`src/logic/xor_skip_pkg.sv`:
```
// Constants shared by the table-write, test-skip and XOR executor
`default_nettype none
package xor_skip_pkg;
	// Widths
	localparam int ADDR_W = 8;
	localparam int TPTR_W = 21;
	localparam int HOLD_N = 8;
	localparam int FADDR_W = 12;
	// Register byte offsets
	localparam logic [7:0] OFS_CTRL = 8'h00;
	localparam logic [7:0] OFS_WORK = 8'h04;
	localparam logic [7:0] OFS_STATUS = 8'h08;
	localparam logic [7:0] OFS_TPTR = 8'h0C;
	localparam logic [7:0] OFS_TLAT = 8'h10;
	localparam logic [7:0] OFS_BANK = 8'h14;
	localparam logic [7:0] OFS_EXEC = 8'h18;
	// Holding registers sit at 0x20 + 4*index
	localparam logic [2:0] HOLD_PAGE = 3'h1;
	// Field positions
	localparam int CTRL_RUN_BIT = 0;
	localparam int STAT_Z_BIT = 0;
	localparam int STAT_N_BIT = 1;
	localparam int EXEC_BUSY_BIT = 0;
	localparam int EXEC_BAD_BIT = 1;
	// Reset values
	localparam logic [7:0] WORK_RST = 8'h00;
	localparam logic [7:0] BYTE_RST = 8'h00;
	localparam logic [TPTR_W-1:0] TPTR_RST = 21'h000000;
	localparam logic [3:0] BANK_RST = 4'h0;
	localparam logic [7:0] HOLD_RST = 8'hFF;
	// Opcode patterns
	localparam logic [13:0] OP_TSTORE_HI = 14'h0003;
	localparam logic [3:0] OP_TST_HI = 4'h6;
	localparam logic [2:0] OP_TST_MID = 3'h3;
	localparam logic [7:0] OP_XORL_HI = 8'h0A;
	localparam logic [5:0] OP_XORF_HI = 6'h06;
	// Table pointer modes
	localparam logic [1:0] TM_NONE = 2'h0;
	localparam logic [1:0] TM_POST_INC = 2'h1;
	localparam logic [1:0] TM_POST_DEC = 2'h2;
	localparam logic [1:0] TM_PRE_INC = 2'h3;
	// Quarter-cycle phases
	localparam logic [1:0] Q1 = 2'h0;
	localparam logic [1:0] Q2 = 2'h1;
	localparam logic [1:0] Q3 = 2'h2;
	localparam logic [1:0] Q4 = 2'h3;
	// Access bank split: low half bank 0, high half top bank
	localparam logic [7:0] ACCESS_SPLIT = 8'h80;
	localparam logic [3:0] ACCESS_LOW_BANK = 4'h0;
	localparam logic [3:0] ACCESS_HIGH_BANK = 4'hF;
	// Executor states
	typedef enum logic [1:0] {IDLE, EXEC, STALL} exec_state_t;
endpackage : xor_skip_pkg
`default_nettype wire

```
`src/logic/xor_skip_exec.sv`:
```
// Executor for table write, test-skip-if-zero and the two XOR instructions
`default_nettype none
module xor_skip_exec
	import xor_skip_pkg::*;
(
	// Clock and reset
	input wire logic pclk,
	input wire logic presetn,
	// APB slave
	input wire logic psel,
	input wire logic penable,
	input wire logic pwrite,
	input wire logic [xor_skip_pkg::ADDR_W-1:0] paddr,
	input wire logic [31:0] pwdata,
	output logic [31:0] prdata,
	output logic pready,
	output logic pslverr,
	// Fetch side
	input wire logic instr_valid,
	input wire logic [15:0] instr_word,
	input wire logic next_is_two_word,
	output logic instr_ready,
	output logic flush_next,
	// Data memory side
	output logic [xor_skip_pkg::FADDR_W-1:0] file_addr,
	output logic file_rd,
	input wire logic [7:0] file_rdata,
	output logic file_wr,
	output logic [7:0] file_wdata
);
	import xor_skip_pkg::*;

	// Bank mapping for file accesses
	function automatic logic [FADDR_W-1:0] bank_addr(input logic a, input logic [7:0] f,
		input logic [3:0] sel_bank);
		logic [3:0] bank;
		bank = (f < ACCESS_SPLIT) ? ACCESS_LOW_BANK : ACCESS_HIGH_BANK;
		if (a)
		begin
			bank = sel_bank;
		end
		return {bank, f};
	endfunction : bank_addr

	// Programmer-visible state
	logic run; // Executor may take instructions
	logic [7:0] wreg; // Working register
	logic flag_z; // Zero flag
	logic flag_n; // Negative flag
	logic [TPTR_W-1:0] table_pointer; // Byte pointer into program memory
	logic [7:0] table_latch; // Byte to store
	logic [3:0] bank_select_reg; // Bank for a=1 accesses
	logic bad_op; // Sticky: unknown opcode seen
	logic [7:0] hold [HOLD_N]; // Program-memory write holding registers

	// Sequencer state
	logic [1:0] qph; // Quarter phase, free running
	exec_state_t state;
	exec_state_t next_state;
	logic [15:0] ir; // Instruction in execution
	logic two_word; // Follower is a two-word instruction
	logic [1:0] stall_cnt; // NOP cycles still to run
	logic [7:0] opnd; // File operand caught in Q2

	// APB decode
	wire setup = psel & ~penable;
	wire wr_en = psel & penable & pwrite & pready;
	wire wr_ctrl = wr_en & (paddr == OFS_CTRL);
	wire wr_work = wr_en & (paddr == OFS_WORK);
	wire wr_status = wr_en & (paddr == OFS_STATUS);
	wire wr_tptr = wr_en & (paddr == OFS_TPTR);
	wire wr_tlat = wr_en & (paddr == OFS_TLAT);
	wire wr_bank = wr_en & (paddr == OFS_BANK);
	wire wr_exec = wr_en & (paddr == OFS_EXEC);
	wire hold_hit = (paddr[7:5] == HOLD_PAGE) & (paddr[1:0] == 2'h0);

	// Instruction decode
	// table write opcode
	wire is_table_store = (ir[15:2] == OP_TSTORE_HI);
	wire is_tst = (ir[15:12] == OP_TST_HI) & (ir[7:5] == OP_TST_MID);
	wire is_xorl = (ir[15:8] == OP_XORL_HI);
	wire is_xorf = (ir[15:10] == OP_XORF_HI);
	wire [1:0] tmode = ir[1:0];
	wire [7:0] tst_f = {ir[11:8], ir[3:0]};
	wire bank_a = is_tst ? ir[4] : ir[8];
	wire [7:0] file_f = is_tst ? tst_f : ir[7:0];
	wire dest_file = ir[9];
	wire known_op = is_table_store | is_tst | is_xorl | is_xorf;

	// Shared XOR datapath, literal or file operand
	wire [7:0] xor_res = wreg ^ (is_xorl ? ir[7:0] : opnd);
	wire is_xor = is_xorl | is_xorf;
	wire skip = is_tst & (opnd == 8'h00);

	// NOP cycles after the first: table write one, skip one or two
	wire [1:0] extra = is_table_store ? 2'h1 : (skip ? (two_word ? 2'h2 : 2'h1) : 2'h0);
	wire phase_end = (qph == Q4);
	wire take = phase_end & instr_ready & instr_valid;
	wire last_cycle = (state == IDLE) | ((state == EXEC) & (extra == 2'h0))
		| ((state == STALL) & (stall_cnt == 2'h1));

	// Register read mux
	logic [31:0] rd_word;
	logic rd_ok;
	always_comb
	begin
		rd_word = 32'h0000_0000;
		rd_ok = 1'b1;
		unique case (paddr)
			OFS_CTRL: rd_word[CTRL_RUN_BIT] = run;
			OFS_WORK: rd_word[7:0] = wreg;
			OFS_STATUS:
			begin
				rd_word[STAT_Z_BIT] = flag_z;
				rd_word[STAT_N_BIT] = flag_n;
			end
			OFS_TPTR: rd_word[TPTR_W-1:0] = table_pointer;
			OFS_TLAT: rd_word[7:0] = table_latch;
			OFS_BANK: rd_word[3:0] = bank_select_reg;
			OFS_EXEC:
			begin
				rd_word[EXEC_BUSY_BIT] = (state != IDLE);
				rd_word[EXEC_BAD_BIT] = bad_op;
				rd_word[3:2] = stall_cnt;
			end
			default:
			begin
				rd_ok = hold_hit;
				rd_word[7:0] = hold_hit ? hold[paddr[4:2]] : 8'h00;
			end
		endcase
	end

	// APB answer: zero wait, read data registered in setup
	always_ff @(posedge pclk or negedge presetn)
	begin
		if (!presetn)
		begin
			pready <= 1'b0;
			pslverr <= 1'b0;
			prdata <= 32'h0000_0000;
		end
		else
		begin
			pready <= setup;
			pslverr <= setup & ~rd_ok;
			prdata <= setup ? rd_word : 32'h0000_0000;
		end
	end

	// Sequencer next state
	always_comb
	begin
		next_state = state;
		unique case (state)
			IDLE: if (take) next_state = EXEC;
			EXEC:
				if (phase_end)
				begin
					if (extra != 2'h0) next_state = STALL;
					else next_state = take ? EXEC : IDLE;
				end
			STALL:
				if (phase_end && stall_cnt == 2'h1)
				begin
					next_state = take ? EXEC : IDLE;
				end
		endcase
	end

	// Phase counter, state, instruction register
	always_ff @(posedge pclk or negedge presetn)
	begin
		if (!presetn)
		begin
			qph <= Q1;
			state <= IDLE;
			ir <= 16'h0000;
			two_word <= 1'b0;
			stall_cnt <= 2'h0;
			instr_ready <= 1'b0;
		end
		else
		begin
			qph <= qph + 2'h1;
			state <= next_state;
			if (take)
			begin
				ir <= instr_word;
				two_word <= next_is_two_word;
			end
			if (state == EXEC && phase_end) stall_cnt <= extra;
			else if (state == STALL && phase_end) stall_cnt <= stall_cnt - 2'h1;
			// Ready only in Q4 of a finishing cycle, so fetch stays in step
			instr_ready <= run & (qph == Q3) & last_cycle;
		end
	end

	// Data memory strobes and flush
	always_ff @(posedge pclk or negedge presetn)
	begin
		if (!presetn)
		begin
			file_addr <= 12'h000;
			file_rd <= 1'b0;
			file_wr <= 1'b0;
			file_wdata <= 8'h00;
			flush_next <= 1'b0;
			opnd <= 8'h00;
		end
		else
		begin
			if (state == EXEC && qph == Q1)
			begin
				file_addr <= bank_addr(bank_a, file_f, bank_select_reg);
			end
			// Read strobe stands through Q2
			file_rd <= (state == EXEC) & (qph == Q1) & (is_tst | is_xorf);
			if (file_rd) opnd <= file_rdata;
			file_wr <= (state == EXEC) & (qph == Q3) & is_xorf & dest_file;
			if (state == EXEC && qph == Q3) file_wdata <= xor_res;
			flush_next <= (state == EXEC) & (qph == Q3) & skip;
		end
	end

	// W, flags and software control
	always_ff @(posedge pclk or negedge presetn)
	begin
		if (!presetn)
		begin
			run <= 1'b0;
			wreg <= WORK_RST;
			flag_z <= 1'b0;
			flag_n <= 1'b0;
			bank_select_reg <= BANK_RST;
			bad_op <= 1'b0;
		end
		else
		begin
			if (wr_ctrl) run <= pwdata[CTRL_RUN_BIT];
			if (wr_bank) bank_select_reg <= pwdata[3:0];
			// Core write beats a software write in the same cycle
			// W written at Q4
			if (state == EXEC && phase_end && (is_xorl || (is_xorf && !dest_file)))
				wreg <= xor_res;
			else if (wr_work)
				wreg <= pwdata[7:0];
			if (state == EXEC && phase_end && is_xor)
			begin
				flag_z <= (xor_res == 8'h00);
				flag_n <= xor_res[7];
			end
			else if (wr_status)
			begin
				flag_z <= pwdata[STAT_Z_BIT];
				flag_n <= pwdata[STAT_N_BIT];
			end
			// Unknown opcode runs as a NOP; set beats clear
			if (state == EXEC && qph == Q1 && !known_op) bad_op <= 1'b1;
			else if (wr_exec && pwdata[EXEC_BAD_BIT]) bad_op <= 1'b0;
		end
	end

	// Table pointer, latch and holding registers
	always_ff @(posedge pclk or negedge presetn)
	begin
		if (!presetn)
		begin
			table_pointer <= TPTR_RST;
			table_latch <= BYTE_RST;
			for (int i = 0; i < HOLD_N; i++) hold[i] <= HOLD_RST;
		end
		else
		begin
			if (wr_tlat) table_latch <= pwdata[7:0];
			// pointer is a 21-bit byte address
			if (state == EXEC && phase_end && is_table_store && tmode == TM_PRE_INC)
				table_pointer <= table_pointer + 21'h1;
			else if (state == STALL && phase_end && is_table_store && tmode == TM_POST_INC)
				table_pointer <= table_pointer + 21'h1;
			else if (state == STALL && phase_end && is_table_store && tmode == TM_POST_DEC)
				table_pointer <= table_pointer - 21'h1;
			else if (wr_tptr)
				table_pointer <= pwdata[TPTR_W-1:0];
			// low pointer bits select holding register
			if (state == STALL && phase_end && is_table_store)
				hold[table_pointer[2:0]] <= table_latch;
		end
	end
endmodule : xor_skip_exec
`default_nettype wire

```
`config.mk`:
```
export PLATFORM = sky130hd
export DESIGN_NAME = xor_skip_exec
export DESIGN_NICKNAME = d
export VERILOG_FILES = /design/src/logic/xor_skip_pkg.sv /design/src/logic/xor_skip_exec.sv
export SDC_FILE = /design/constraint.sdc
export NUM_CORES = 1
export LEC_CHECK = 0
export BUFFER_PORTS_ARGS = -buffer_cell sky130_fd_sc_hd__buf_2
export CAP_MARGIN = 20
export CORE_MARGIN = 4
export CORE_UTILIZATION = 50
export DETAILED_ROUTE_END_ITERATION = 10
export PLACE_DENSITY = 0.7
export RECOVER_POWER = 100
export SYNTH_ARGS = -nofsm -noshare
export SYNTH_HDL_FRONTEND = slang
export SYNTH_SLANG_ARGS = --single-unit
```
`constraint.sdc`:
```
create_clock -name pclk -period 3.5 [get_ports pclk]
set_input_delay 0.7 -clock pclk [delete_from_list [all_inputs] [get_ports pclk]]
set_output_delay 0.7 -clock pclk [all_outputs]
set_load 0.1 [all_outputs]
```
---- Yosys cells after proc, flatten, opt, wreduce, memory -nomap -nowiden ----
Index checks and enable logic that the tools add are counted.
storage, ports and cells
  bits in registers ....................... 187
  output and inout port bits .............. 58
  logic and storage cells ................. 180
operators by class
  $add $sub $neg .......................... 4
  $lt $le $gt $ge ......................... 4
  equality and inequality tests ........... 23
  multiplexer cells ....................... 42
  bitwise logic cells ..................... 39
  reduce and logical (&&, ||, !) cells .... 37
operator list
  cell                     count
  $mux W21                 5
  $bwmux W64               1
  $mux W8                  8
  $and A1 B1 Y1            27
  $bmux W8 S3              1
  $demux W8 S3             1
  $eq A8 B4 Y1 const B     3
  $eq A8 B5 Y1 const B     3
  $logic_not A8 Y1         3
  $add A21 B1 Y21 const B  1
  $sub A21 B1 Y21 const B  1
  $mux W2                  9
  $logic_and A1 B1 Y1      16
  $pmux W4 S4              1
  $eq A14 B2 Y1 const B    1
  $pmux W1 S7              2
  $mux W13                 1
  $pmux W2 S6              1
  $reduce_bool A2 Y1       6
  $eq A2 B2 Y1 const B     5
  $mux W1                  9
  $eq A8 B3 Y1 const B     1
  $ge A4 B4 Y1 const B     2
  $logic_not A2 Y1         4
  other kinds (23)         37

---- Logic depth before layout (Yosys ltp) ----
Gate-level depths: netlist (run 1).
  depth after elaboration ................. 10
  gate-level depth with buffers ........... 10

---- Worst setup path before layout (run 1) ----
OpenSTA, ideal clock, no wires.
  path kind ............................... input to register
  start point ............................. in paddr[1] (netlist bit)
  end point ............................... reg table_pointer[7]
  arrival ................................. 2390 ps
  data required time ...................... 3404 ps
  setup slack ............................. 1014 ps
  stages .................................. 6
  path through ............................ or4_4 nor4_4 a31oi_2 or2_4 o32a_1 o31ai_1
between the ends
  cells in the longest elaborated chain, start to end .. 3
ends and longest elaborated chain
  element                              RTL line              RTL
  from (decl)                          xor_skip_exec.sv:13   input wire logic [xor_skip_pkg::ADDR_W-1:0] paddr,
  $eq A8 B4 Y1                         xor_skip_exec.sv:71   wire wr_tptr = wr_en & (paddr == OFS_TPTR);
  $and A1 B1 Y1                        xor_skip_exec.sv:71
  $reduce_bool A4 Y1 (no source line)  n/a
  to (signal assigned)                 xor_skip_exec.sv:278  table_pointer <= table_pointer + 21'h1;
  to (signal assigned)                 xor_skip_exec.sv:280  table_pointer <= table_pointer + 21'h1;
  to (signal assigned)                 xor_skip_exec.sv:282  table_pointer <= table_pointer - 21'h1;
  to (decl)                            xor_skip_exec.sv:50   logic [TPTR_W-1:0] table_pointer;
Every way passes these cells.
A chain may end at the register's enable or synchronous reset.

---- Final worst setup path (run 1) ----
  start point ............................. reg ir[13]
  end point ............................... reg hold[63] (netlist bit)
between the ends
  cells in the longest elaborated chain, start to end .. 2
ends and longest elaborated chain
  element                          RTL line              RTL
  from (decl)                      xor_skip_exec.sv:60   logic [15:0] ir;
  from (signal assigned)           xor_skip_exec.sv:189  ir <= instr_word;
  $eq A14 B2 Y1                    xor_skip_exec.sv:79   wire is_table_store = (ir[15:2] == OP_TSTORE_HI);
  $logic_and A1 B1 Y1              xor_skip_exec.sv:286  if (state == STALL && phase_end && is_table_store)
  to (signal, indexed assignment)  xor_skip_exec.sv:287  hold[table_pointer[2:0]] <= table_latch;
  to (decl)                        xor_skip_exec.sv:54   logic [7:0] hold [HOLD_N];
Every way passes these cells.

==> impl_metrics.yaml, run 1 <==
run_status:
  run_status: "complete, but fails checks"
  violations: "capacitance limit, slew limit"
floorplanning:
  io-pin-count: 129
  start_util: 0.507
  dieHeight_um: 148
  core-area_mm2: 0.0194
  placementRows: 51
  fp.dieW_um: 148
  dieArea_mm2: 0.0220
worst_setup_path:
  reg2reg_slack_ps: 480
  cp_slowest_cell: "nor3_2"
  path_cells: "nor4_4, nand4_1, nor2_4, nand2_4, nor3_2, mux2_2"
  cp_top_family: "simple AND/OR/NAND/NOR gates"
  reg2reg_to: "hold[63]$_DFFE_PN1P_"
  cp-end-kind: "register"
  worst_path_largest_cell_delay_ps: 660
  critPathBufInv: 0
  ff2ff_path_depth: 6
  rr_startpoint: "ir[13]$_DFFE_PN0P_"
  crit_path_max_fanout: 10
  crit_type: "reg -> reg"
  arrival_ps: 3380
  worstPathRequired_ps: 3870
  startpoint_type: "register"
power:
  p_sw_frac: 0.295
  power.share.clock: 0.404
  leakagePower_nw: 4.79
  max-vdd-ir-drop_v: 0.000347
  comb_power_share: 0.132
  netSwitchingPower_w: 0.00144
  p_int_w: 0.00343
  powerDensity_mw_per_mm2: 441
  seq_power_share: 0.464
clock_network:
  post_cts_resized: 0
  clk_pin_slew_ps: 70
  cts_htree_levels: 4
  cts_tree: "built"
  post_cts_buffers: 0
  cts_buffers: 17
  cts_buffer_depth: 2
  root_buffer: "clkbuf_16"
  hold_buffers: 0
  cts.sinks: 187
  clk_latency_ps: 440
routing:
  dr_total_vias: 7206
  drtIter0Drc: 581
  routed_wl_um: 23600
  ant_nets: 0
  drc: 0
  drt-pass1-iter-count: 5
  vias_per_cell: 5.81
  wl_per_cell_um: 19.0
synthesis:
  netlist-cell-type-count: 75
  yosys-top-cells-count: "dfrtp_1 (123), mux2_2 (118), nand2_1 (79)"
  seq_area_frac_synth: 0.484
  synthSimpleGateAreaFrac: 0.148
  synth_compound_area_frac: 0.0935
  yosysTopAreaCellShare: 0.313
  ys_seq_elements: 187
  async_flop_share: 1.00
  synth_xor_xnor_area_share: 0.0205
  yosys_warnings: 0
  synth_edf_count: 0
  synth_top_family_by_area: "multiplexers"
  synthCells: 877
  synth_area_mm2: 0.00984
  synth_ff_type: "dfrtp_1"
  synthAdderAreaFrac: 0.0114
  synth.area.mux_share: 0.204
  synth_most_common_cell: "dfrtp_1"
  synth.area.top_cells: "dfrtp_1 (31%), dfstp_2 (17%), mux2_2 (14%), mux4_2 (3.7%), mux2i_1 (3.3%)"
  synth.avg_cell_area_um2: 11.2
  yosysTopAreaCell: "dfrtp_1"
sta:
  fin_crit_sh: 0.862
  setup_viol: 0
  final_period_minus_worst_setup_slack_ps: 3020
  drv_slew: 81
  slew_headroom: -0.393
  fin_tns_setup_ps: 0
  setup_ws_ps: 482
  fin_skew_ps: 8.50
  holdWs_ps: 471
  fmax_mhz: 331
  worst_slew_pin_slew_ps: 2090
  hold_violations: 0
  rsz0062_at_grt: "false"
finish:
  regMostFlops: "hold"
  largestRegisters: "hold: 64 flops, prdata: 21 flops, table_pointer: 21 flops"
  largest_reg_flops: 64
  diodes: 0
  fillers: 1701
  layout.core_utilization: 0.570
  area_growth_pct: 12.3
  finalNetCount: 1043
  drive_above_1_share: 0.324
hold_path:
  hold_end: "qph[0]$_DFF_PN0_"
  min_from: "qph[0]$_DFF_PN0_"
  hold_depth: 1
  holdCritPathClass: "reg -> reg"
place:
  place_congestion: 0.900
  place_hpwl_um: 17000
  io_buffers: 106
  dp_slack_ps: 648
job:
  maxCapViolations: 1
grt:
  grt_pass1_vias: 7016
  grt-ovfl-total: 0
  grt_use_total: 0.217
  antenna_found_initial: 0
  grt_max_degree: 82
  grt_pass1_wl_um: 37700
==> power by group through the flow <==
stage	clock network (W)	registers, W	logic, W
global placement	0	0.00230	0.000660
global route	0.00210	0.00227	0.000689
finish	0.00197	0.00226	0.000645
detailed placement	0	0.00230	0.000663
CTS	0.00200	0.00226	0.000665
floorplan	0	0.00253	0.000255
==> worst max path at each step <==
stage	cells past startpoint	start	slack (ps)	to
after floorplan	6	paddr[1]	1010	table_pointer[7]$_DFFE_PN0P_
after global placement	7	paddr[1]	660	table_pointer[7]$_DFFE_PN0P_
after detailed placement	7	paddr[1]	650	table_pointer[7]$_DFFE_PN0P_
after CTS	8	table_pointer[1]$_DFFE_PN0P_	790	table_pointer[16]$_DFFE_PN0P_
after global routing	6	ir[13]$_DFFE_PN0P_	280	hold[63]$_DFFE_PN1P_
final	6	ir[13]$_DFFE_PN0P_	480	hold[63]$_DFFE_PN1P_
==> placed cells by master, fill, tap and decap left out, types with 12 or more instances in the layout <==
cell       instances
a21oi_1           43
buf_2             57
clkbuf_1          53
clkbuf_16         17
dfrtp_1          123
dfstp_2           64
inv_1             17
mux2_2           117
mux2i_1           32
mux4_2            16
nand2_1           79
nand3_1           28
nand4_1           12
nor2_1            37
nor3_1            20
o21ai_0           43
xor2_1            14
==> routing by layer <==
| metal | track usage | vias to the layer above | part of all wire |
|---|---|---|---|
| met5 | 0 | - | 0 |
| met4 | 0.0614 | 0 | 0.018 |
| met3 | 0.0484 | 34 | 0.054 |
| met2 | 0.346 | 199 | 0.47 |
| met1 | 0.303 | 3630 | 0.45 |
| li1 | - | 3343 | - |
==> cell type report <==
| class | instances | area, um2 | share of cell area |
|---|---|---|---|
| Clock inverter | 14 | 160 | 0.0145 |
| Clock buffer | 18 | 439 | 0.0398 |
| Timing Repair Buffer | 124 | 597 | 0.0540 |
| Tap cell | 265 | 332 | 0.0300 |
| Inverter | 17 | 63.8 | 0.00578 |
| Sequential cell | 187 | 4760 | 0.431 |
| Multi-Input combinational cell | 616 | 4700 | 0.425 |
==> cells by family (layout without fill, tap and decap cells) <==
| kind of cell | after synthesis | count (layout) |
|---|---|---|
| simple gates | 261 | 261 |
| xor+xnor | 23 | 23 |
| fa+ha+maj | 9 | 9 |
| compound gates | 146 | 146 |
| flops | 187 | 187 |
| buf+inv | 84 | 173 |
| other cells | 1 | 11 |
| mux | 166 | 166 |
==> per-stage QoR <==
step                area (um2)  power [W]  instances
finish                   11000    0.00487       1241
global placement         10600    0.00296       1209
global route             11000    0.00506       1241
CTS                      11200    0.00493       1241
detailed placement       10600    0.00296       1209
floorplan                 9870    0.00279        887
Note: power is estimated with default switching activity, not from simulation.
==> inputs of run 2 (changes only) <==
Settings changed: ABC_AREA from default to 1, SKIP_CTS_REPAIR_TIMING from default to 1.
==> impl_metrics.yaml, run 2 <==
run_status:
  run_status: "complete, but fails checks"
  violations: "capacitance limit, slew limit"
worst_setup_path:
  path_cells: "inv_1, ha_1, nand2_1, inv_1, nand2_1, a21oi_1, nand2_1, buf_4, nand3_1, buf_4, nand2_1, a21oi_1, nor2_1"
  cp_slowest_cell: "nand3_1"
  reg2reg_to: "table_pointer[12]$_DFFE_PN0P_"
  reg2reg_slack_ps: 660
  rr_startpoint: "state[1]$_DFFE_PN0P_"
  ff2ff_path_depth: 13
  crit_type: "reg -> reg"
  worst_path_largest_cell_delay_ps: 650
  arrival_ps: 3170
  critical_path.most_common_cell: "nand2_1"
  startpoint_type: "register"
  critPathBufInv: 4
  crit_path_max_fanout: 21
  cp_top_family: "simple AND/OR/NAND/NOR gates"
  cp-end-kind: "register"
  worstPathRequired_ps: 3820
clock_network:
  root_buffer: "clkbuf_16"
  cts_htree_levels: 4
  clk_pin_slew_ps: 70
  clk_latency_ps: 430
  cts_buffers: 17
  cts_tree: "built"
  cts_buffer_depth: 2
  cts.sinks: 187
grt:
  grt.busiest_layer: "met2"
  grtUsageMet1: 0.370
  antenna_found_initial: 1
  grt_pass1_wl_um: 44900
  use_met2: 0.397
  grt_use_total: 0.256
  grt_max_degree: 85
  grt-ovfl-total: 0
  grt_pass1_vias: 8334
  use_met3: 0.0577
hold_path:
  hold_depth: 1
  min_from: "qph[0]$_DFF_PN0_"
  hold_end: "qph[0]$_DFF_PN0_"
  holdCritPathClass: "reg -> reg"
finish:
  largestRegisters: "hold: 64 flops, prdata: 21 flops, table_pointer: 21 flops"
  diodes: 0
  largest_reg_flops: 64
  regArea_mm2: 0.00476
  drive_above_1_share: 0.125
  area_growth_pct: 12.3
  fillers: 1846
  finalNetCount: 1458
  layout.core_utilization: 0.572
  final_cells: 1656
  layout_commonest_cell: "nand2_1"
  mostFrequentLayoutCells: "nand2_1 (365), o21ai_0 (151), inv_1 (126), dfrtp_1 (123), nor2_1 (100)"
  multi_input_area_mm2: 0.00437
  regMostFlops: "hold"
routing:
  drt-pass1-iter-count: 6
  drtIter0Drc: 955
  vias_per_cell: 5.46
  ant_nets: 0
  routed_wl_um: 28100
  dr_total_vias: 9047
  wl_per_cell_um: 17.0
  drc: 0
synthesis:
  synth_top_family_by_area: "simple AND/OR/NAND/NOR gates"
  synth.area.top_cells: "dfrtp_1 (31%), dfstp_2 (17%), nand2_1 (14%), o21ai_0 (7.6%), nand3_1 (4.7%)"
  yosysTopAreaCellShare: 0.310
  synth_most_common_cell: "nand2_1"
  synth.avg_cell_area_um2: 7.73
  synth_compound_area_frac: 0.136
  synthSimpleGateAreaFrac: 0.273
  yosys_warnings: 0
  synth_area_mm2: 0.00992
  async_flop_share: 1.00
  synth_xor_xnor_area_share: 0.0185
  yosys-top-cells-count: "nand2_1 (363), o21ai_0 (151), inv_1 (125)"
  ys_seq_elements: 187
  synthAdderAreaFrac: 0.0114
  yosysTopAreaCell: "dfrtp_1"
  seq_area_frac_synth: 0.480
  synthCells: 1283
  synth_ff_type: "dfrtp_1"
  netlist-cell-type-count: 43
  synth.area.mux_share: 0
  synth_edf_count: 0
power:
  leakagePower_nw: 4.99
  max-vdd-ir-drop_v: 0.000587
  powerDensity_mw_per_mm2: 455
sta:
  rsz0062_at_grt: "false"
  worst_slew_pin_slew_ps: 2070
  fin_tns_setup_ps: 0
  fin_crit_sh: 0.813
  fmax_mhz: 352
  hold_violations: 0
  setup_viol: 0
  fin_skew_ps: 11.5
  final_period_minus_worst_setup_slack_ps: 2840
  slew_headroom: -0.379
  drv_slew: 84
floorplanning:
  io-pin-count: 129
  core-area_mm2: 0.0195
  start_util: 0.510
  dieHeight_um: 149
  placementRows: 51
  dieArea_mm2: 0.0222
  fp.dieW_um: 149
job:
  maxCapViolations: 1
place:
  place_congestion: 0.953
  io_buffers: 106
  place_hpwl_um: 20100
  dp_cells: 1624
run 2: cell count changes after synthesis, sizes merged, moves of 10 or more:
cell	change
mux2i	-32
mux4	-16
inv	+112
o21ai	+108
nand3	+67
mux2	-118
o211ai	+13
a22oi	+12
and2	-12
clkbuf	-10
nand2	+287
nor4	-12
nor2	+63
nand4	+21
run 2: where the power goes:
| part | switching [W] | total, W | internal [W] | leakage, nW |
|---|---|---|---|---|
| logic | 0.000714 | 0.000848 | 0.000134 | 2.62 |
| registers | 0.0000512 | 0.00229 | 0.00224 | 2.08 |
| clock network | 0.000850 | 0.00192 | 0.00107 | 0.286 |
run 2: logic make-up after synthesis:
family,after synthesis
xor+xnor,21
fa+ha+maj,9
other cells,1
simple gates,632
compound gates,242
buf+inv,191
flops,187
run 2: layout make-up:
type,instances,share of cell area
Clock inverter,9,0.00753
Clock buffer,23,0.0440
Inverter,133,0.0448
Tap cell,265,0.0298
Multi-Input combinational cell,915,0.392
Timing Repair Buffer,124,0.0544
Sequential cell,187,0.427
run 2: worst max-delay path by stage:
stage                                    end  slack (ps)  depth (start not counted)            startpoint
2_1_floorplan  table_pointer[12]$_DFFE_PN0P_        1500                          8      pready$_DFF_PN0_
3_3_place_gp   table_pointer[11]$_DFFE_PN0P_         960                         14  state[1]$_DFFE_PN0P_
3_5_place_dp   table_pointer[11]$_DFFE_PN0P_         950                         14  state[0]$_DFFE_PN0P_
4_1_cts                  wreg[2]$_DFFE_PN0P_         880                         10    ir[15]$_DFFE_PN0P_
5_1_grt        table_pointer[12]$_DFFE_PN0P_         400                         13  state[1]$_DFFE_PN0P_
6_report       table_pointer[12]$_DFFE_PN0P_         660                         13  state[1]$_DFFE_PN0P_
run 2: routing by layer:
metal / up-vias / share of wire
li1: 4388 / -
met1: 4258 / 0.45
met2: 348 / 0.45
met3: 51 / 0.075
met4: 2 / 0.021
met5: - / 0.00046
run 2: stage by stage:
| step | hold slack [ps] | total power, W | worst slack (ps) | cell area (um2) |
|---|---|---|---|---|
| after floorplan | 404 | 0.00298 | 1500 | 9960 |
| after global placement | 453 | 0.00319 | 962 | 10700 |
| after detailed placement | 458 | 0.00320 | 953 | 10700 |
| after CTS | 340 | 0.00510 | 882 | 11300 |
| after global routing | 472 | 0.00524 | 401 | 11100 |
| final | 462 | 0.00506 | 656 | 11100 |
==> inputs of run 3 (changes only) <==
Settings changed: PLACE_DENSITY 0.7 to 0.72.
Clock period 3.5 ns to 2.6 ns, I/O delays scaled along.
==> impl_metrics.yaml, run 3 (synthesized netlist as in run 2, its figures left out) <==
grt:
  grt_use_total: 0.259
  grt_pass1_vias: 8567
  grt-ovfl-total: 0
  grt_pass1_wl_um: 45300
  antenna_found_initial: 1
  grt_max_degree: 64
  use_met3: 0.0653
  grt.busiest_layer: "met2"
  use_met2: 0.398
  grtUsageMet1: 0.368
hold_path:
  hold_depth: 3
  min_from: "file_rdata[6]"
  hold_end: "opnd[6]$_DFFE_PN0P_"
  holdCritPathClass: "in -> reg"
finish:
  regMostFlops: "hold"
  largest_reg_flops: 64
  mostFrequentLayoutCells: "nand2_1 (365), o21ai_0 (151), inv_1 (125), dfrtp_1 (123), nor2_1 (98)"
  area_growth_pct: 13.0
  largestRegisters: "hold: 64 flops, prdata: 21 flops, table_pointer: 21 flops"
  layout_commonest_cell: "nand2_1"
  finalNetCount: 1473
  drive_above_1_share: 0.136
  diodes: 0
sta:
  worst_slew_pin_slew_ps: 1620
  fin_skew_ps: 9.50
  setup_viol: 0
  final_period_minus_worst_setup_slack_ps: 2390
  hold_violations: 0
  fin_crit_sh: 0.919
  drv_slew: 64
  fmax_mhz: 418
  setup_ws_ps: 210
  fin_tns_setup_ps: 0
  rsz0062_at_grt: "false"
  slew_headroom: -0.0816
clock_network:
  root_buffer: "clkbuf_16"
  clk_latency_ps: 440
  cts_buffer_depth: 2
  cts.sinks: 187
  clk_pin_slew_ps: 70
  cts_buffers: 17
  cts_tree: "built"
  cts_htree_levels: 4
routing:
  dr_total_vias: 9180
  drt-pass1-iter-count: 8
  drtIter0Drc: 909
  vias_per_cell: 5.49
  drc: 0
  routed_wl_um: 28200
  wl_per_cell_um: 16.9
  ant_nets: 0
worst_setup_path:
  startpoint_type: "register"
  crit_type: "reg -> reg"
  reg2reg_to: "table_pointer[12]$_DFFE_PN0P_"
  worstSetupStartpoint: "state[0]$_DFFE_PN0P_"
  cp-end-kind: "register"
  crit_path_max_fanout: 20
  worstPathRequired_ps: 2930
  arrival_ps: 2720
  rr_startpoint: "state[0]$_DFFE_PN0P_"
  ff2ff_path_depth: 10
  reg2reg_slack_ps: 210
floorplanning:
  dieHeight_um: 149
  fp.dieW_um: 149
  placementRows: 51
  start_util: 0.510
  io-pin-count: 129
  dieArea_mm2: 0.0222
  core-area_mm2: 0.0195
place:
  place_congestion: 0.905
  io_buffers: 106
  place_hpwl_um: 20500
  dp_slack_ps: 274
power:
  comb_power_share: 0.168
  leakagePower_nw: 5.01
  netSwitchingPower_w: 0.00219
  seq_power_share: 0.453
  p_int_w: 0.00462
  p_sw_frac: 0.322
  max-vdd-ir-drop_v: 0.000665
  powerDensity_mw_per_mm2: 608
  power.share.clock: 0.379
run_status:
  violations: "capacitance limit, slew limit"
  run_status: "complete, but fails checks"
job:
  maxCapViolations: 1
run 3: stage by stage:
step           hold slack [ps]  std cells   util  instance area (um2)  total power, W
2_1_floorplan              224       1293      -                 9960         0.00401
3_3_place_gp               453       1639  0.554                10800         0.00430
3_5_place_dp               463       1639  0.554                10800         0.00431
4_1_cts                   94.3       1671  0.584                11400         0.00689
5_1_grt                    292       1671  0.576                11200         0.00707
6_report                   280       1671  0.576                11200         0.00682
run 3: power groups by stage:
stage	combinational (W)	clock (W)	sequential, W
CTS	0.00118	0.00262	0.00309
detailed placement	0.00117	0	0.00314
floorplan	0.000329	0	0.00368
global placement	0.00116	0	0.00313
global route	0.00122	0.00275	0.00310
finish	0.00115	0.00258	0.00309
run 3: worst max-delay path: stages, from the launching register on:
cell and delay [ps]:
dfrtp_1 380, inv_1 100, ha_1 230, nand2_1 90, inv_1 180, nand4_1 460
nand3_4 380, buf_4 230, nand2_1 60, a21oi_1 110, nor2_1 50
run 3: how the worst max path moves through the flow:
| stage | end | slack (ps) |
|---|---|---|
| after floorplan | table_pointer[12]$_DFFE_PN0P_ | 600 |
| after global placement | table_latch[6]$_DFFE_PN0P_ | 380 |
| after detailed placement | table_latch[6]$_DFFE_PN0P_ | 270 |
| after CTS | table_pointer[6]$_DFFE_PN0P_ | 330 |
| after global routing | table_pointer[12]$_DFFE_PN0P_ | 60 |
| final | table_pointer[12]$_DFFE_PN0P_ | 210 |
run 3: area by class of cell:
class	count	area (um2)
clock buffer	19	433
clock inverter	13	144
fill	1850	8250
inverter	133	499
multi-input combinational	915	4380
sequential	187	4760
tap	265	332
timing repair buffer	139	666
run 3: layer usage:
metal,share of wire,wire length [um],vias to the layer above
met5,0.00025,7,-
met4,0.020,572,2
met3,0.091,2570,53
met2,0.45,12700,388
met1,0.44,12400,4325
li1,-,-,4412
